$ cat src/pkg/adc_seq_pkg.sv
package adc_seq_pkg;

	// byte offsets on the 8-bit cpu bus
	localparam logic [3:0] OFF_RES_BASE    = 4'h0;
	localparam logic [3:0] OFF_CTRL_STATUS = 4'h8;
	localparam logic [3:0] OFF_TRIG_CTRL   = 4'h9;

	// ctrl_status_reg field positions
	localparam int CTRL_FLAG_BIT  = 7;
	localparam int CTRL_IE_BIT    = 6;
	localparam int CTRL_GO_BIT    = 5;
	localparam int CTRL_SCAN_BIT  = 4;
	localparam int CTRL_SPEED_BIT = 3;
	localparam int CTRL_CHAN_MSB  = 2;

	// trig_ctrl_reg field positions
	localparam int TRIG_EN_BIT    = 7;
	localparam int TRIG_SPARE_BIT = 0;

	// reset values
	localparam logic [7:0] CTRL_RESET      = 8'h00;
	localparam logic [7:0] TRIG_RESET      = 8'h7f;
	localparam logic [5:0] TRIG_FIXED_ONES = 6'h3f;
	localparam logic [9:0] RESULT_RESET    = 10'h000;

	// conversion timing in states (one state is one clock)
	localparam logic [3:0] TD_SLOW_MIN   = 4'h6;
	localparam logic [3:0] TD_SLOW_MAX   = 4'h9;
	localparam logic [3:0] TD_FAST_MIN   = 4'h4;
	localparam logic [3:0] TD_FAST_MAX   = 4'h5;
	localparam logic [7:0] CONV_MAX_SLOW = 8'h86;
	localparam logic [7:0] CONV_MAX_FAST = 8'h46;
	localparam logic [7:0] SCAN_LEN_SLOW = 8'h80;
	localparam logic [7:0] SCAN_LEN_FAST = 8'h42;
	localparam logic [7:0] SPL_SLOW      = 8'h1f;
	localparam logic [7:0] SPL_FAST      = 8'h0f;
	localparam logic [7:0] TAIL_SLOW     = CONV_MAX_SLOW - {4'h0, TD_SLOW_MAX};
	localparam logic [7:0] TAIL_FAST     = CONV_MAX_FAST - {4'h0, TD_FAST_MAX};
	localparam logic [7:0] TD_SCAN_SLOW  = SCAN_LEN_SLOW - TAIL_SLOW;
	localparam logic [7:0] TD_SCAN_FAST  = SCAN_LEN_FAST - TAIL_FAST;

	typedef struct packed {
		logic       rd;
		logic       wr;
		logic [3:0] addr;
		logic [7:0] wdata;
	} cpu_req_s;

	typedef enum logic [0:0] {
		ST_IDLE = 1'b0,
		ST_CONV = 1'b1
	} conv_state_e;

endpackage

$ cat src/design/adc_sequencer_control.sv
`timescale 1ns/10ps
`default_nettype none

module adc_sequencer_control (
	input  wire logic                 clk,            // system clock
	input  wire logic                 reset,          // async reset, active high
	input  wire logic                 clk_en,         // freezes all state when low
	input  wire logic                 standby,        // module standby, aborts conversion, clears control, trigger, flag and result registers
	input  wire adc_seq_pkg::cpu_req_s cpu,           // cpu byte access
	output logic [7:0]                rdata,          // read data, valid cycle after rd
	output logic                      done_irq,       // conversion-end interrupt
	input  wire logic                 ext_trig_n,     // external trigger, falling edge
	input  wire logic                 timer_match,    // timer compare match pulse
	input  wire logic                 timer_trig_sel, // timer owns the trigger when 1
	input  wire logic [9:0]           conv_result,    // analog core result at conversion end
	output logic [2:0]                analog_sel,     // selected analog input
	output logic                      sample_en,      // sample-and-hold window
	output logic                      busy            // conversion in progress
);

	localparam int SLOW_MIN = 131;
	localparam int SLOW_MAX = 134;
	localparam int FAST_MIN = 69;
	localparam int FAST_MAX = 70;

	adc_seq_pkg::conv_state_e state_reg;

	logic       flag_reg;
	logic       ie_reg;
	logic       go_reg;
	logic       scan_reg;
	logic       speed_reg;
	logic [2:0] chan_reg;
	logic       trig_en_reg;
	logic       spare_reg;
	logic       flag_arm_reg;
	logic [1:0] ch_idx_reg;
	logic       trig_prev_reg;
	logic [1:0] presc_reg;
	logic [7:0] low_byte_latch;
	logic [9:0] result_reg [4];

	logic       wr_ctrl;
	logic       wr_trig;
	logic       rd_ctrl;
	logic       trig_fire;
	logic       start_fresh;
	logic       start_next;
	logic       tmr_start;
	logic       tmr_done;
	logic       tmr_smp;
	logic       abort;
	logic       accept;
	logic       last_ch;
	logic [1:0] res_idx;
	logic [7:0] td_sel;
	logic [7:0] tail_sel;
	logic [7:0] spl_sel;

	assign wr_ctrl = cpu.wr && (cpu.addr == adc_seq_pkg::OFF_CTRL_STATUS);
	assign wr_trig = cpu.wr && (cpu.addr == adc_seq_pkg::OFF_TRIG_CTRL);
	assign rd_ctrl = cpu.rd && (cpu.addr == adc_seq_pkg::OFF_CTRL_STATUS);

	// pin edge only when the timer does not own the trigger
	assign trig_fire = trig_en_reg && (timer_trig_sel ? timer_match : (trig_prev_reg && !ext_trig_n));

	assign start_fresh = go_reg && (state_reg == adc_seq_pkg::ST_IDLE) && !standby;
	assign abort       = (state_reg == adc_seq_pkg::ST_CONV) && (!go_reg || standby);
	assign accept      = tmr_done && go_reg && !standby && (state_reg == adc_seq_pkg::ST_CONV);
	assign last_ch     = !scan_reg || (ch_idx_reg == chan_reg[1:0]);
	assign start_next  = accept && scan_reg;
	assign tmr_start   = start_fresh || start_next;
	assign res_idx     = scan_reg ? ch_idx_reg : chan_reg[1:0];

	// first conversion delay depends on prescaler phase at the write
	always_comb begin
		if (speed_reg) begin
			tail_sel = adc_seq_pkg::TAIL_FAST;
			spl_sel  = adc_seq_pkg::SPL_FAST;
			td_sel   = start_next ? adc_seq_pkg::TD_SCAN_FAST : {4'h0, adc_seq_pkg::TD_FAST_MIN + {3'h0, presc_reg[0]}};
		end else begin
			tail_sel = adc_seq_pkg::TAIL_SLOW;
			spl_sel  = adc_seq_pkg::SPL_SLOW;
			td_sel   = start_next ? adc_seq_pkg::TD_SCAN_SLOW : {4'h0, adc_seq_pkg::TD_SLOW_MIN + {2'h0, presc_reg}};
		end
	end

	adc_conv_timer #(
		.CW(8)
	) u_timer (
		.clk   (clk),
		.reset (reset),
		.clk_en(clk_en),
		.clear (abort),
		.start (tmr_start),
		.td    (td_sel),
		.tail  (tail_sel),
		.spl   (spl_sel),
		.smp   (tmr_smp),
		.done  (tmr_done)
	);

	always_ff @(posedge clk or posedge reset) begin
		if (reset) begin
			presc_reg     <= 2'h0;
			trig_prev_reg <= 1'b1;
		end else if (clk_en) begin
			presc_reg     <= presc_reg + 2'h1;
			trig_prev_reg <= ext_trig_n;
		end
	end

	// mode fields: every control write rewrites them, even while go is set
	always_ff @(posedge clk or posedge reset) begin
		if (reset) begin
			ie_reg    <= adc_seq_pkg::CTRL_RESET[adc_seq_pkg::CTRL_IE_BIT];
			scan_reg  <= adc_seq_pkg::CTRL_RESET[adc_seq_pkg::CTRL_SCAN_BIT];
			speed_reg <= adc_seq_pkg::CTRL_RESET[adc_seq_pkg::CTRL_SPEED_BIT];
			chan_reg  <= adc_seq_pkg::CTRL_RESET[adc_seq_pkg::CTRL_CHAN_MSB:0];
		end else if (clk_en) begin
			if (standby) begin
				ie_reg    <= adc_seq_pkg::CTRL_RESET[adc_seq_pkg::CTRL_IE_BIT];
				scan_reg  <= adc_seq_pkg::CTRL_RESET[adc_seq_pkg::CTRL_SCAN_BIT];
				speed_reg <= adc_seq_pkg::CTRL_RESET[adc_seq_pkg::CTRL_SPEED_BIT];
				chan_reg  <= adc_seq_pkg::CTRL_RESET[adc_seq_pkg::CTRL_CHAN_MSB:0];
			end else if (wr_ctrl) begin
				ie_reg    <= cpu.wdata[adc_seq_pkg::CTRL_IE_BIT];
				scan_reg  <= cpu.wdata[adc_seq_pkg::CTRL_SCAN_BIT];
				speed_reg <= cpu.wdata[adc_seq_pkg::CTRL_SPEED_BIT];
				chan_reg  <= cpu.wdata[adc_seq_pkg::CTRL_CHAN_MSB:0];
			end
		end
	end

	// go: a trigger wins over a write, a write over the self-clear
	always_ff @(posedge clk or posedge reset) begin
		if (reset) begin
			go_reg <= 1'b0;
		end else if (clk_en) begin
			if (standby) begin
				go_reg <= 1'b0;
			end else if (trig_fire) begin
				go_reg <= 1'b1;
			end else if (wr_ctrl) begin
				go_reg <= cpu.wdata[adc_seq_pkg::CTRL_GO_BIT];
			end else if (accept && !scan_reg) begin
				go_reg <= 1'b0;
			end
		end
	end

	// done flag: set wins over the read-then-write clear
	always_ff @(posedge clk or posedge reset) begin
		if (reset) begin
			flag_reg     <= 1'b0;
			flag_arm_reg <= 1'b0;
		end else if (clk_en) begin
			if (standby) begin
				flag_reg     <= 1'b0;
				flag_arm_reg <= 1'b0;
			end else begin
				if (accept && last_ch) begin
					flag_reg <= 1'b1;
				end else if (wr_ctrl && flag_arm_reg && !cpu.wdata[adc_seq_pkg::CTRL_FLAG_BIT]) begin
					flag_reg <= 1'b0;
				end
				if (rd_ctrl && flag_reg) begin
					flag_arm_reg <= 1'b1;
				end else if (wr_ctrl || !flag_reg) begin
					flag_arm_reg <= 1'b0;
				end
			end
		end
	end

	always_ff @(posedge clk or posedge reset) begin
		if (reset) begin
			state_reg  <= adc_seq_pkg::ST_IDLE;
			ch_idx_reg <= 2'h0;
		end else if (clk_en) begin
			unique case (state_reg)
				adc_seq_pkg::ST_IDLE: begin
					if (start_fresh) begin
						state_reg  <= adc_seq_pkg::ST_CONV;
						ch_idx_reg <= 2'h0;
					end
				end
				adc_seq_pkg::ST_CONV: begin
					if (abort) begin
						state_reg <= adc_seq_pkg::ST_IDLE;
					end else if (accept) begin
						if (!scan_reg) begin
							state_reg <= adc_seq_pkg::ST_IDLE;
						end
						ch_idx_reg <= last_ch ? 2'h0 : ch_idx_reg + 2'h1;
					end
				end
			endcase
		end
	end

	always_ff @(posedge clk or posedge reset) begin
		if (reset) begin
			trig_en_reg <= adc_seq_pkg::TRIG_RESET[adc_seq_pkg::TRIG_EN_BIT];
			spare_reg   <= adc_seq_pkg::TRIG_RESET[adc_seq_pkg::TRIG_SPARE_BIT];
		end else if (clk_en) begin
			if (standby) begin
				trig_en_reg <= adc_seq_pkg::TRIG_RESET[adc_seq_pkg::TRIG_EN_BIT];
				spare_reg   <= adc_seq_pkg::TRIG_RESET[adc_seq_pkg::TRIG_SPARE_BIT];
			end else if (wr_trig) begin
				trig_en_reg <= cpu.wdata[adc_seq_pkg::TRIG_EN_BIT];
				spare_reg   <= cpu.wdata[adc_seq_pkg::TRIG_SPARE_BIT];
			end
		end
	end

	always_ff @(posedge clk or posedge reset) begin
		if (reset) begin
			for (int i = 0; i < 4; i++) begin
				result_reg[i] <= adc_seq_pkg::RESULT_RESET;
			end
		end else if (clk_en) begin
			if (standby) begin
				for (int i = 0; i < 4; i++) begin
					result_reg[i] <= adc_seq_pkg::RESULT_RESET;
				end
			end else if (accept) begin
				result_reg[res_idx] <= conv_result;
			end
		end
	end

	// cpu read port and lower-byte latch
	always_ff @(posedge clk or posedge reset) begin
		if (reset) begin
			rdata          <= 8'h00;
			low_byte_latch <= 8'h00;
		end else if (clk_en) begin
			if (cpu.rd) begin
				if (cpu.addr[3] == adc_seq_pkg::OFF_RES_BASE[3]) begin
					if (!cpu.addr[0]) begin
						rdata          <= result_reg[cpu.addr[2:1]][9:2];
						low_byte_latch <= {result_reg[cpu.addr[2:1]][1:0], 6'h00};
					end else begin
						rdata <= low_byte_latch;
					end
				end else if (cpu.addr == adc_seq_pkg::OFF_CTRL_STATUS) begin
					rdata <= {flag_reg, ie_reg, go_reg, scan_reg, speed_reg, chan_reg};
				end else if (cpu.addr == adc_seq_pkg::OFF_TRIG_CTRL) begin
					rdata <= {trig_en_reg, adc_seq_pkg::TRIG_FIXED_ONES, spare_reg};
				end else begin
					rdata <= 8'h00;
				end
			end
		end
	end

	always_ff @(posedge clk or posedge reset) begin
		if (reset) begin
			done_irq   <= 1'b0;
			analog_sel <= 3'h0;
			sample_en  <= 1'b0;
			busy       <= 1'b0;
		end else if (clk_en) begin
			done_irq   <= flag_reg && ie_reg;
			analog_sel <= scan_reg ? {chan_reg[2], ch_idx_reg} : chan_reg;
			sample_en  <= tmr_smp;
			busy       <= (state_reg == adc_seq_pkg::ST_CONV) && !abort;
		end
	end

	// age of the running conversion, so an abandoned one cannot upset the timing checks
	logic [7:0] conv_age_reg;
	logic       conv_first_reg;

	always_ff @(posedge clk or posedge reset) begin
		if (reset) begin
			conv_age_reg   <= 8'h00;
			conv_first_reg <= 1'b0;
		end else if (clk_en) begin
			if (tmr_start) begin
				conv_age_reg   <= 8'h01;
				conv_first_reg <= start_fresh;
			end else if (conv_age_reg != 8'hff) begin
				conv_age_reg <= conv_age_reg + 8'h01;
			end
		end
	end
endmodule
`default_nettype wire

$ cat src/design/adc_conv_timer.sv
`timescale 1ns/10ps
`default_nettype none

module adc_conv_timer #(
	parameter int CW = 8
) (
	input  wire logic          clk,     // system clock
	input  wire logic          reset,   // async reset, active high
	input  wire logic          clk_en,  // freezes state when low
	input  wire logic          clear,   // abandon any running conversion
	input  wire logic          start,   // begin a conversion
	input  wire logic [CW-1:0] td,      // delay before sampling
	input  wire logic [CW-1:0] tail,    // states from end of delay to end
	input  wire logic [CW-1:0] spl,     // sampling window length
	output logic               smp,     // sampling window active
	output logic               done     // one-cycle pulse at conversion end
);

	logic          run_reg;
	logic [CW-1:0] cnt_reg;
	logic [CW-1:0] td_reg;
	logic [CW-1:0] len_reg;
	logic [CW-1:0] spl_reg;

	always_ff @(posedge clk or posedge reset) begin
		if (reset) begin
			run_reg <= 1'b0;
			cnt_reg <= '0;
			td_reg  <= '0;
			len_reg <= '0;
			spl_reg <= '0;
			smp     <= 1'b0;
			done    <= 1'b0;
		end else if (clk_en) begin
			done <= 1'b0;
			if (clear) begin
				run_reg <= 1'b0;
				smp     <= 1'b0;
				cnt_reg <= '0;
			end else if (start) begin
				run_reg <= 1'b1;
				cnt_reg <= CW'(1);
				td_reg  <= td;
				len_reg <= CW'(td + tail);
				spl_reg <= spl;
				smp     <= 1'b0;
			end else if (run_reg) begin
				cnt_reg <= CW'(cnt_reg + CW'(1));
				smp     <= (cnt_reg >= td_reg) && (cnt_reg < CW'(td_reg + spl_reg));
				if (cnt_reg == CW'(len_reg - CW'(1))) begin
					run_reg <= 1'b0;
					smp     <= 1'b0;
					done    <= 1'b1;
				end
			end
		end
	end

endmodule
`default_nettype wire

$ cat config.mk
export PLATFORM = sky130hd
export DESIGN_NAME = adc_sequencer_control
export DESIGN_NICKNAME = d
export VERILOG_FILES = /design/src/pkg/adc_seq_pkg.sv /design/src/design/adc_sequencer_control.sv /design/src/design/adc_conv_timer.sv
export SDC_FILE = /design/constraint.sdc
export NUM_CORES = 1
export LEC_CHECK = 0
export ABC_AREA = 1
export BUFFER_PORTS_ARGS = -buffer_cell sky130_fd_sc_hd__buf_2
export CORE_AREA = 4 4 122 124
export DETAILED_ROUTE_END_ITERATION = 10
export DIE_AREA = 0 0 126 128
export GPL_ROUTABILITY_DRIVEN = 1
export PLACE_DENSITY_LB_ADDON = 0.15
export REMOVE_ABC_BUFFERS = 1
export SLEW_MARGIN = 20
export SYNTH_ARGS = -nofsm -noshare
export SYNTH_HDL_FRONTEND = slang
export SYNTH_SLANG_ARGS = --single-unit
export TNS_END_PERCENT = 5
$ cat constraint.sdc
create_clock -name clk -period 5.9 [get_ports clk]
set_input_delay 0 -clock clk [delete_from_list [all_inputs] [get_ports clk]]
set_output_delay 0 -clock clk [all_outputs]
set_load 0.1 [all_outputs]
# After elaboration in Yosys (flattened, before gate mapping)
# Cells that the tools add are included.
# totals
in_bits	31
elab_cells	173
regBits	108
out_inout_bits	14
# op_classes
bitwise	6
eq_ne	7
muxes	67
n_reduce_logical	50
magnitude_cmp	5
add_sub_neg	8
# op_table
operator	n
$mux 40	2
$mux 8	8
$bwmux 40	1
$mux 1	37
$mux 10	3
$logic_and 1x1->1	21
$bmux 10 s2	1
$demux 10 s2	1
$reduce_and 2->1	8
$mux 2	6
$reduce_bool 3->1	3
$add 8x1->8 const B	1
$add 8x7->8	1
$add 8x8->8	1
$eq 4x4->1 const B	2
$eq 8x8->1	1
$ge 8x8->1	1
$lt 8x8->1	1
$mux 4	2
$reduce_and 4->1	2
$sub 8x1->8 const B	1
$logic_not 1->1	7
$ge 3x3->1 const B	2
$mux 3	2
other kinds (17)	28

# Longest topological paths before layout
# depth
word_depth	9
mapped_depth	15
depth_no_buf	15

# Cells and area by module
# Synthesis repeated with hierarchy kept, for this count alone.
# unflattened
cells_unflattened	875
hier_area_um2	6536.3
# by_module_without_submodules
mod	n_inst	cells_per_inst	seq_area_each_um2	area_each_um2
adc_sequencer_control	1	501	1829.3	3797.4
adc_conv_timer	1	374	875.8	2738.9

# Worst setup path after synthesis
# No wires, ideal clock.
# synth_timing
path_kind	register to register
from	register u_timer.spl_reg[3]
to	register u_timer.smp
required_ns	5.834
arrival_ns	1.971
period_less_slack_ns	2.036
slack_ns	3.864
path_stages_with_launch	12
path_buffers	0
setup_time_ns	0.066
cell_sequence	dfrtp_1 -> ha_1 -> inv_1 -> fa_1 -> o221ai_1 -> xor2_1 -> ha_1 -> a211oi_1 -> nand3_1 -> nor2_1 -> nand2_1 -> nand2_1
# synth_via
elab_chain_cells	7
# synth_rtl
item	line_no	text
from (decl)	adc_conv_timer.sv:23	logic [CW-1:0] spl_reg;
from (signal assigned)	adc_conv_timer.sv:45	spl_reg <= spl;
$add 8x8->8	adc_conv_timer.sv:49	smp <= (cnt_reg >= td_reg) && (cnt_reg < CW'(td_reg + spl_reg));
$lt 8x8->1	adc_conv_timer.sv:49	
$logic_and 1x1->1	adc_conv_timer.sv:49	
$mux 1	adc_conv_timer.sv:50	if (cnt_reg == CW'(len_reg - CW'(1))) begin
$mux 1	adc_conv_timer.sv:47	end else if (run_reg) begin
$mux 1	adc_conv_timer.sv:40	end else if (start) begin
$mux 1	adc_conv_timer.sv:36	if (clear) begin
to (signal assigned)	adc_conv_timer.sv:49	
to (decl)	adc_conv_timer.sv:15	output logic smp,
# No other way between the ends. The select of a mux whose other input is x is not followed.
# A chain may end at the register's enable or synchronous reset.

# Final worst setup path
# Same ends and word-level chain as after synthesis.

==> results.sh <==
export IMPL_status="complete, no violations"
export IMPL_maxSlewHeadroom=0.344
export IMPL_busiest_layer="met2"
export IMPL_grt_use_met3=0.0313
export IMPL_report_final_setup_viol=0
export IMPL_p_comb_frac=0.289
export IMPL_seq_power_share=0.414
export IMPL_critPathKind="flip-flop to flip-flop"
export IMPL_start_kind="flip-flop"
export IMPL_max_freq_mhz=423
export IMPL_cts_setup_buffers=0
export IMPL_internal_power_uw=1250
export IMPL_grt_setup_unrepaired="false"
export IMPL_yosysWarnings=0
export IMPL_area_growth_pct=15.9
export IMPL_p_sw_frac=0.377
export IMPL_drc_errors=0
export IMPL_crit_family="adder cells"
export IMPL_grt_max_degree=65
export IMPL_htreeDepth=3
export IMPL_met2_usage=0.285
export IMPL_cp_max_fo=5
export IMPL_critPathSlowestCell="dfrtp_1"
export IMPL_ys_seq_area_frac=0.455
export IMPL_clkPwrFrac=0.298
export IMPL_largest_register_ffs=40
export IMPL_drv_cap=0
export IMPL_use_met1=0.262
export IMPL_diodes=0
export IMPL_ys_ff_latch=98
export IMPL_drv_slew=0
export IMPL_post_drt_wl_per_cell_um=15.5
export IMPL_ys_async_sr_fraction=1.00
export IMPL_dp_hpwl_um=10200
export IMPL_dr_pass1_iters=5
export IMPL_wl_um=14200
export IMPL_cts_tree="done"
export IMPL_skew_ps=7.91
export IMPL_finalSetupTns_ps=0
export IMPL_power_density_mw_per_mm2=320
export IMPL_fin_crit_sh=0.401
export IMPL_grt_overflow_total=0
export IMPL_drt_iter0_drc=249
export IMPL_ys_flop_type="dfrtp_1"
export IMPL_synthCells=674
export IMPL_path_clk_slew_ps=70
export IMPL_drive_gt1_frac=0.129
export IMPL_dieWidth_um=126
export IMPL_period_needed_ps=2360
export IMPL_viasPerCell=5.09
export IMPL_cts_root_buf="clkbuf_16"
export IMPL_cp_num_buf_inv=1
export IMPL_cp_cell_sequence="ha_1 > inv_1 > fa_1 > o221ai_1 > xor2_1 > ha_1 > a211oi_1 > nand3_1 > nor2_1 > nand2_1 > nand2_1"
export IMPL_worstHoldPathType="primary input to flip-flop"
export IMPL_synth_edf_count=0
export IMPL_start_util=0.392
export IMPL_worstSkewPairLatency_ps=360
export IMPL_endpoint_kind="flip-flop"
export IMPL_portBuffers=44
export IMPL_cts_path_max_buffers=2
export IMPL_p_sw_uw=756
export IMPL_io_pins=45
export IMPL_worstMarginPinSlew_ps=980
export IMPL_die_area_sq_mm=0.0161
export IMPL_core_area_sq_mm=0.0138
export IMPL_dr_total_vias=4669
export IMPL_synth_cell_type_count=42
export IMPL_die_h_um=128
export IMPL_fin_nets=780
export IMPL_required_ps=6190
export IMPL_critPathArrivalTime_ps=2660
export IMPL_grtUsageTotal=0.186
export IMPL_avgSynthCellArea_sq_um=8.01
export IMPL_synth_area_sq_mm=0.00540
export IMPL_antenna_found_initial=0
export IMPL_irDropWorstVdd_mv=0.139
export IMPL_hold_violations=0
export IMPL_ant_nets=0
export IMPL_first_global_vias=4567
export IMPL_grt_pass1_wl_um=23800
export IMPL_gp_congestion=0.833
export IMPL_rows=43
export IMPL_clock_sinks=98
export IMPL_power_uw=2000
export IMPL_cpPeakStageDelay_ps=430
export IMPL_cts_made_buffers=9
export IMPL_p_leak_uw=0.00304
-- metal layers --
metal / up-vias / part of all wire
li1: 2339 / -
met1: 2185 / 0.47
met2: 129 / 0.46
met3: 16 / 0.053
met4: 0 / 0.017
met5: - / 0
-- power groups by stage --
stage | clock [uW] | sequential [uW] | combinational, uW
after floorplan | 0 | 894 | 368
after global placement | 0 | 840 | 562
after detailed placement | 0 | 841 | 570
after CTS | 611 | 829 | 583
after global routing | 641 | 839 | 662
final | 597 | 829 | 579
-- cell usage in the layout, fill, tap and decap left out, drive strengths merged, types with 3 or more instances in the layout --
master and n:
xor2 12, clkinv 4, o21ai 59, o22ai 42, nand2 149, nand4 6, buf 45, inv 120
nor2 44, nor3 4, xnor2 3, dfrtp 96, ha 16, nand3 41, a31oi 4, a21oi 49
clkbuf 9, dlygate4sd3 19
-- final timing paths --
kind,end,startpoint,slack [ps],cells past startpoint
max,u_timer.smp,u_timer.spl_reg[3],3540,11
min,result_reg[9],conv_result[9],10,3
max reg2reg,u_timer.smp,u_timer.spl_reg[3],3540,11
min reg2reg,sample_en,sample_en,480,2
max in group asynchronous,u_timer.smp,reset,4460,4
min in group asynchronous,result_reg[8],reset,230,3
-- area by class of cell --
| cell class | count | area, sq um |
|---|---|---|
| Clock inverter | 7 | 72.6 |
| Clock buffer | 9 | 225 |
| Fill cell | 1370 | 7520 |
| Multi-Input combinational cell | 441 | 2410 |
| Inverter | 118 | 455 |
| Sequential cell | 98 | 2450 |
| Timing Repair Buffer | 64 | 418 |
| Tap cell | 180 | 225 |
-- cells by family (layout without fill, tap and decap cells) --
group | Yosys count | in the layout | synth area share
and+or+nand+nor | 247 | 247 | 0.207
AOI/OAI and AO/OA | 162 | 162 | 0.173
buffers and inverters | 135 | 198 | 0.0994
DFF | 98 | 98 | 0.455
adders and majority gates | 17 | 17 | 0.0408
xor gates and xnor gates | 15 | 15 | 0.0243
-- stage by stage --
| stage | util | cells | setup WS [ps] | cell area (sq um) | hold WS, ps |
|---|---|---|---|---|---|
| global placement | 0.419 | 882 | 3510 | 5770 | 54.5 |
| global route | 0.454 | 917 | 3200 | 6260 | 23.9 |
| detailed placement | 0.419 | 882 | 3530 | 5770 | 62.4 |
| floorplan | - | 657 | 3340 | 5310 | 74.1 |
| CTS | 0.454 | 917 | 3500 | 6260 | 0.157 |
| finish | 0.454 | 917 | 3540 | 6260 | 14.4 |
-- synthesized netlist by cell type, types with 4 or more instances --
master    instances  area [sq um]
a21oi_1          44           220
a21oi_2           4          35.0
a31oi_1           4          25.0
clkbuf_1         13          48.8
dfrtp_1          96          2400
ha_1             16           200
inv_1           110           413
inv_4             4          25.0
nand2_1         142           533
nand2_4           4          45.0
nand3_1          39           195
nand4_1           6          37.5
nor2_1           39           146
nor3_1            4          20.0
o21ai_0          55           275
o21ai_2           4          35.0
o22ai_1          42           263
xor2_1           12           105
-- tightest hold or removal path, cell delays in order --
cell and delay (ps):
buf_2 110, nand2_1 120, o22ai_1 100
-- timing repair --
item / 4_1_cts / 5_1_grt
hold buffers: 19 / 0
resized for setup: 0 / 0
hold endpoints to repair: 65 / 0
No activity file was read; power rests on OpenSTA's default activity.
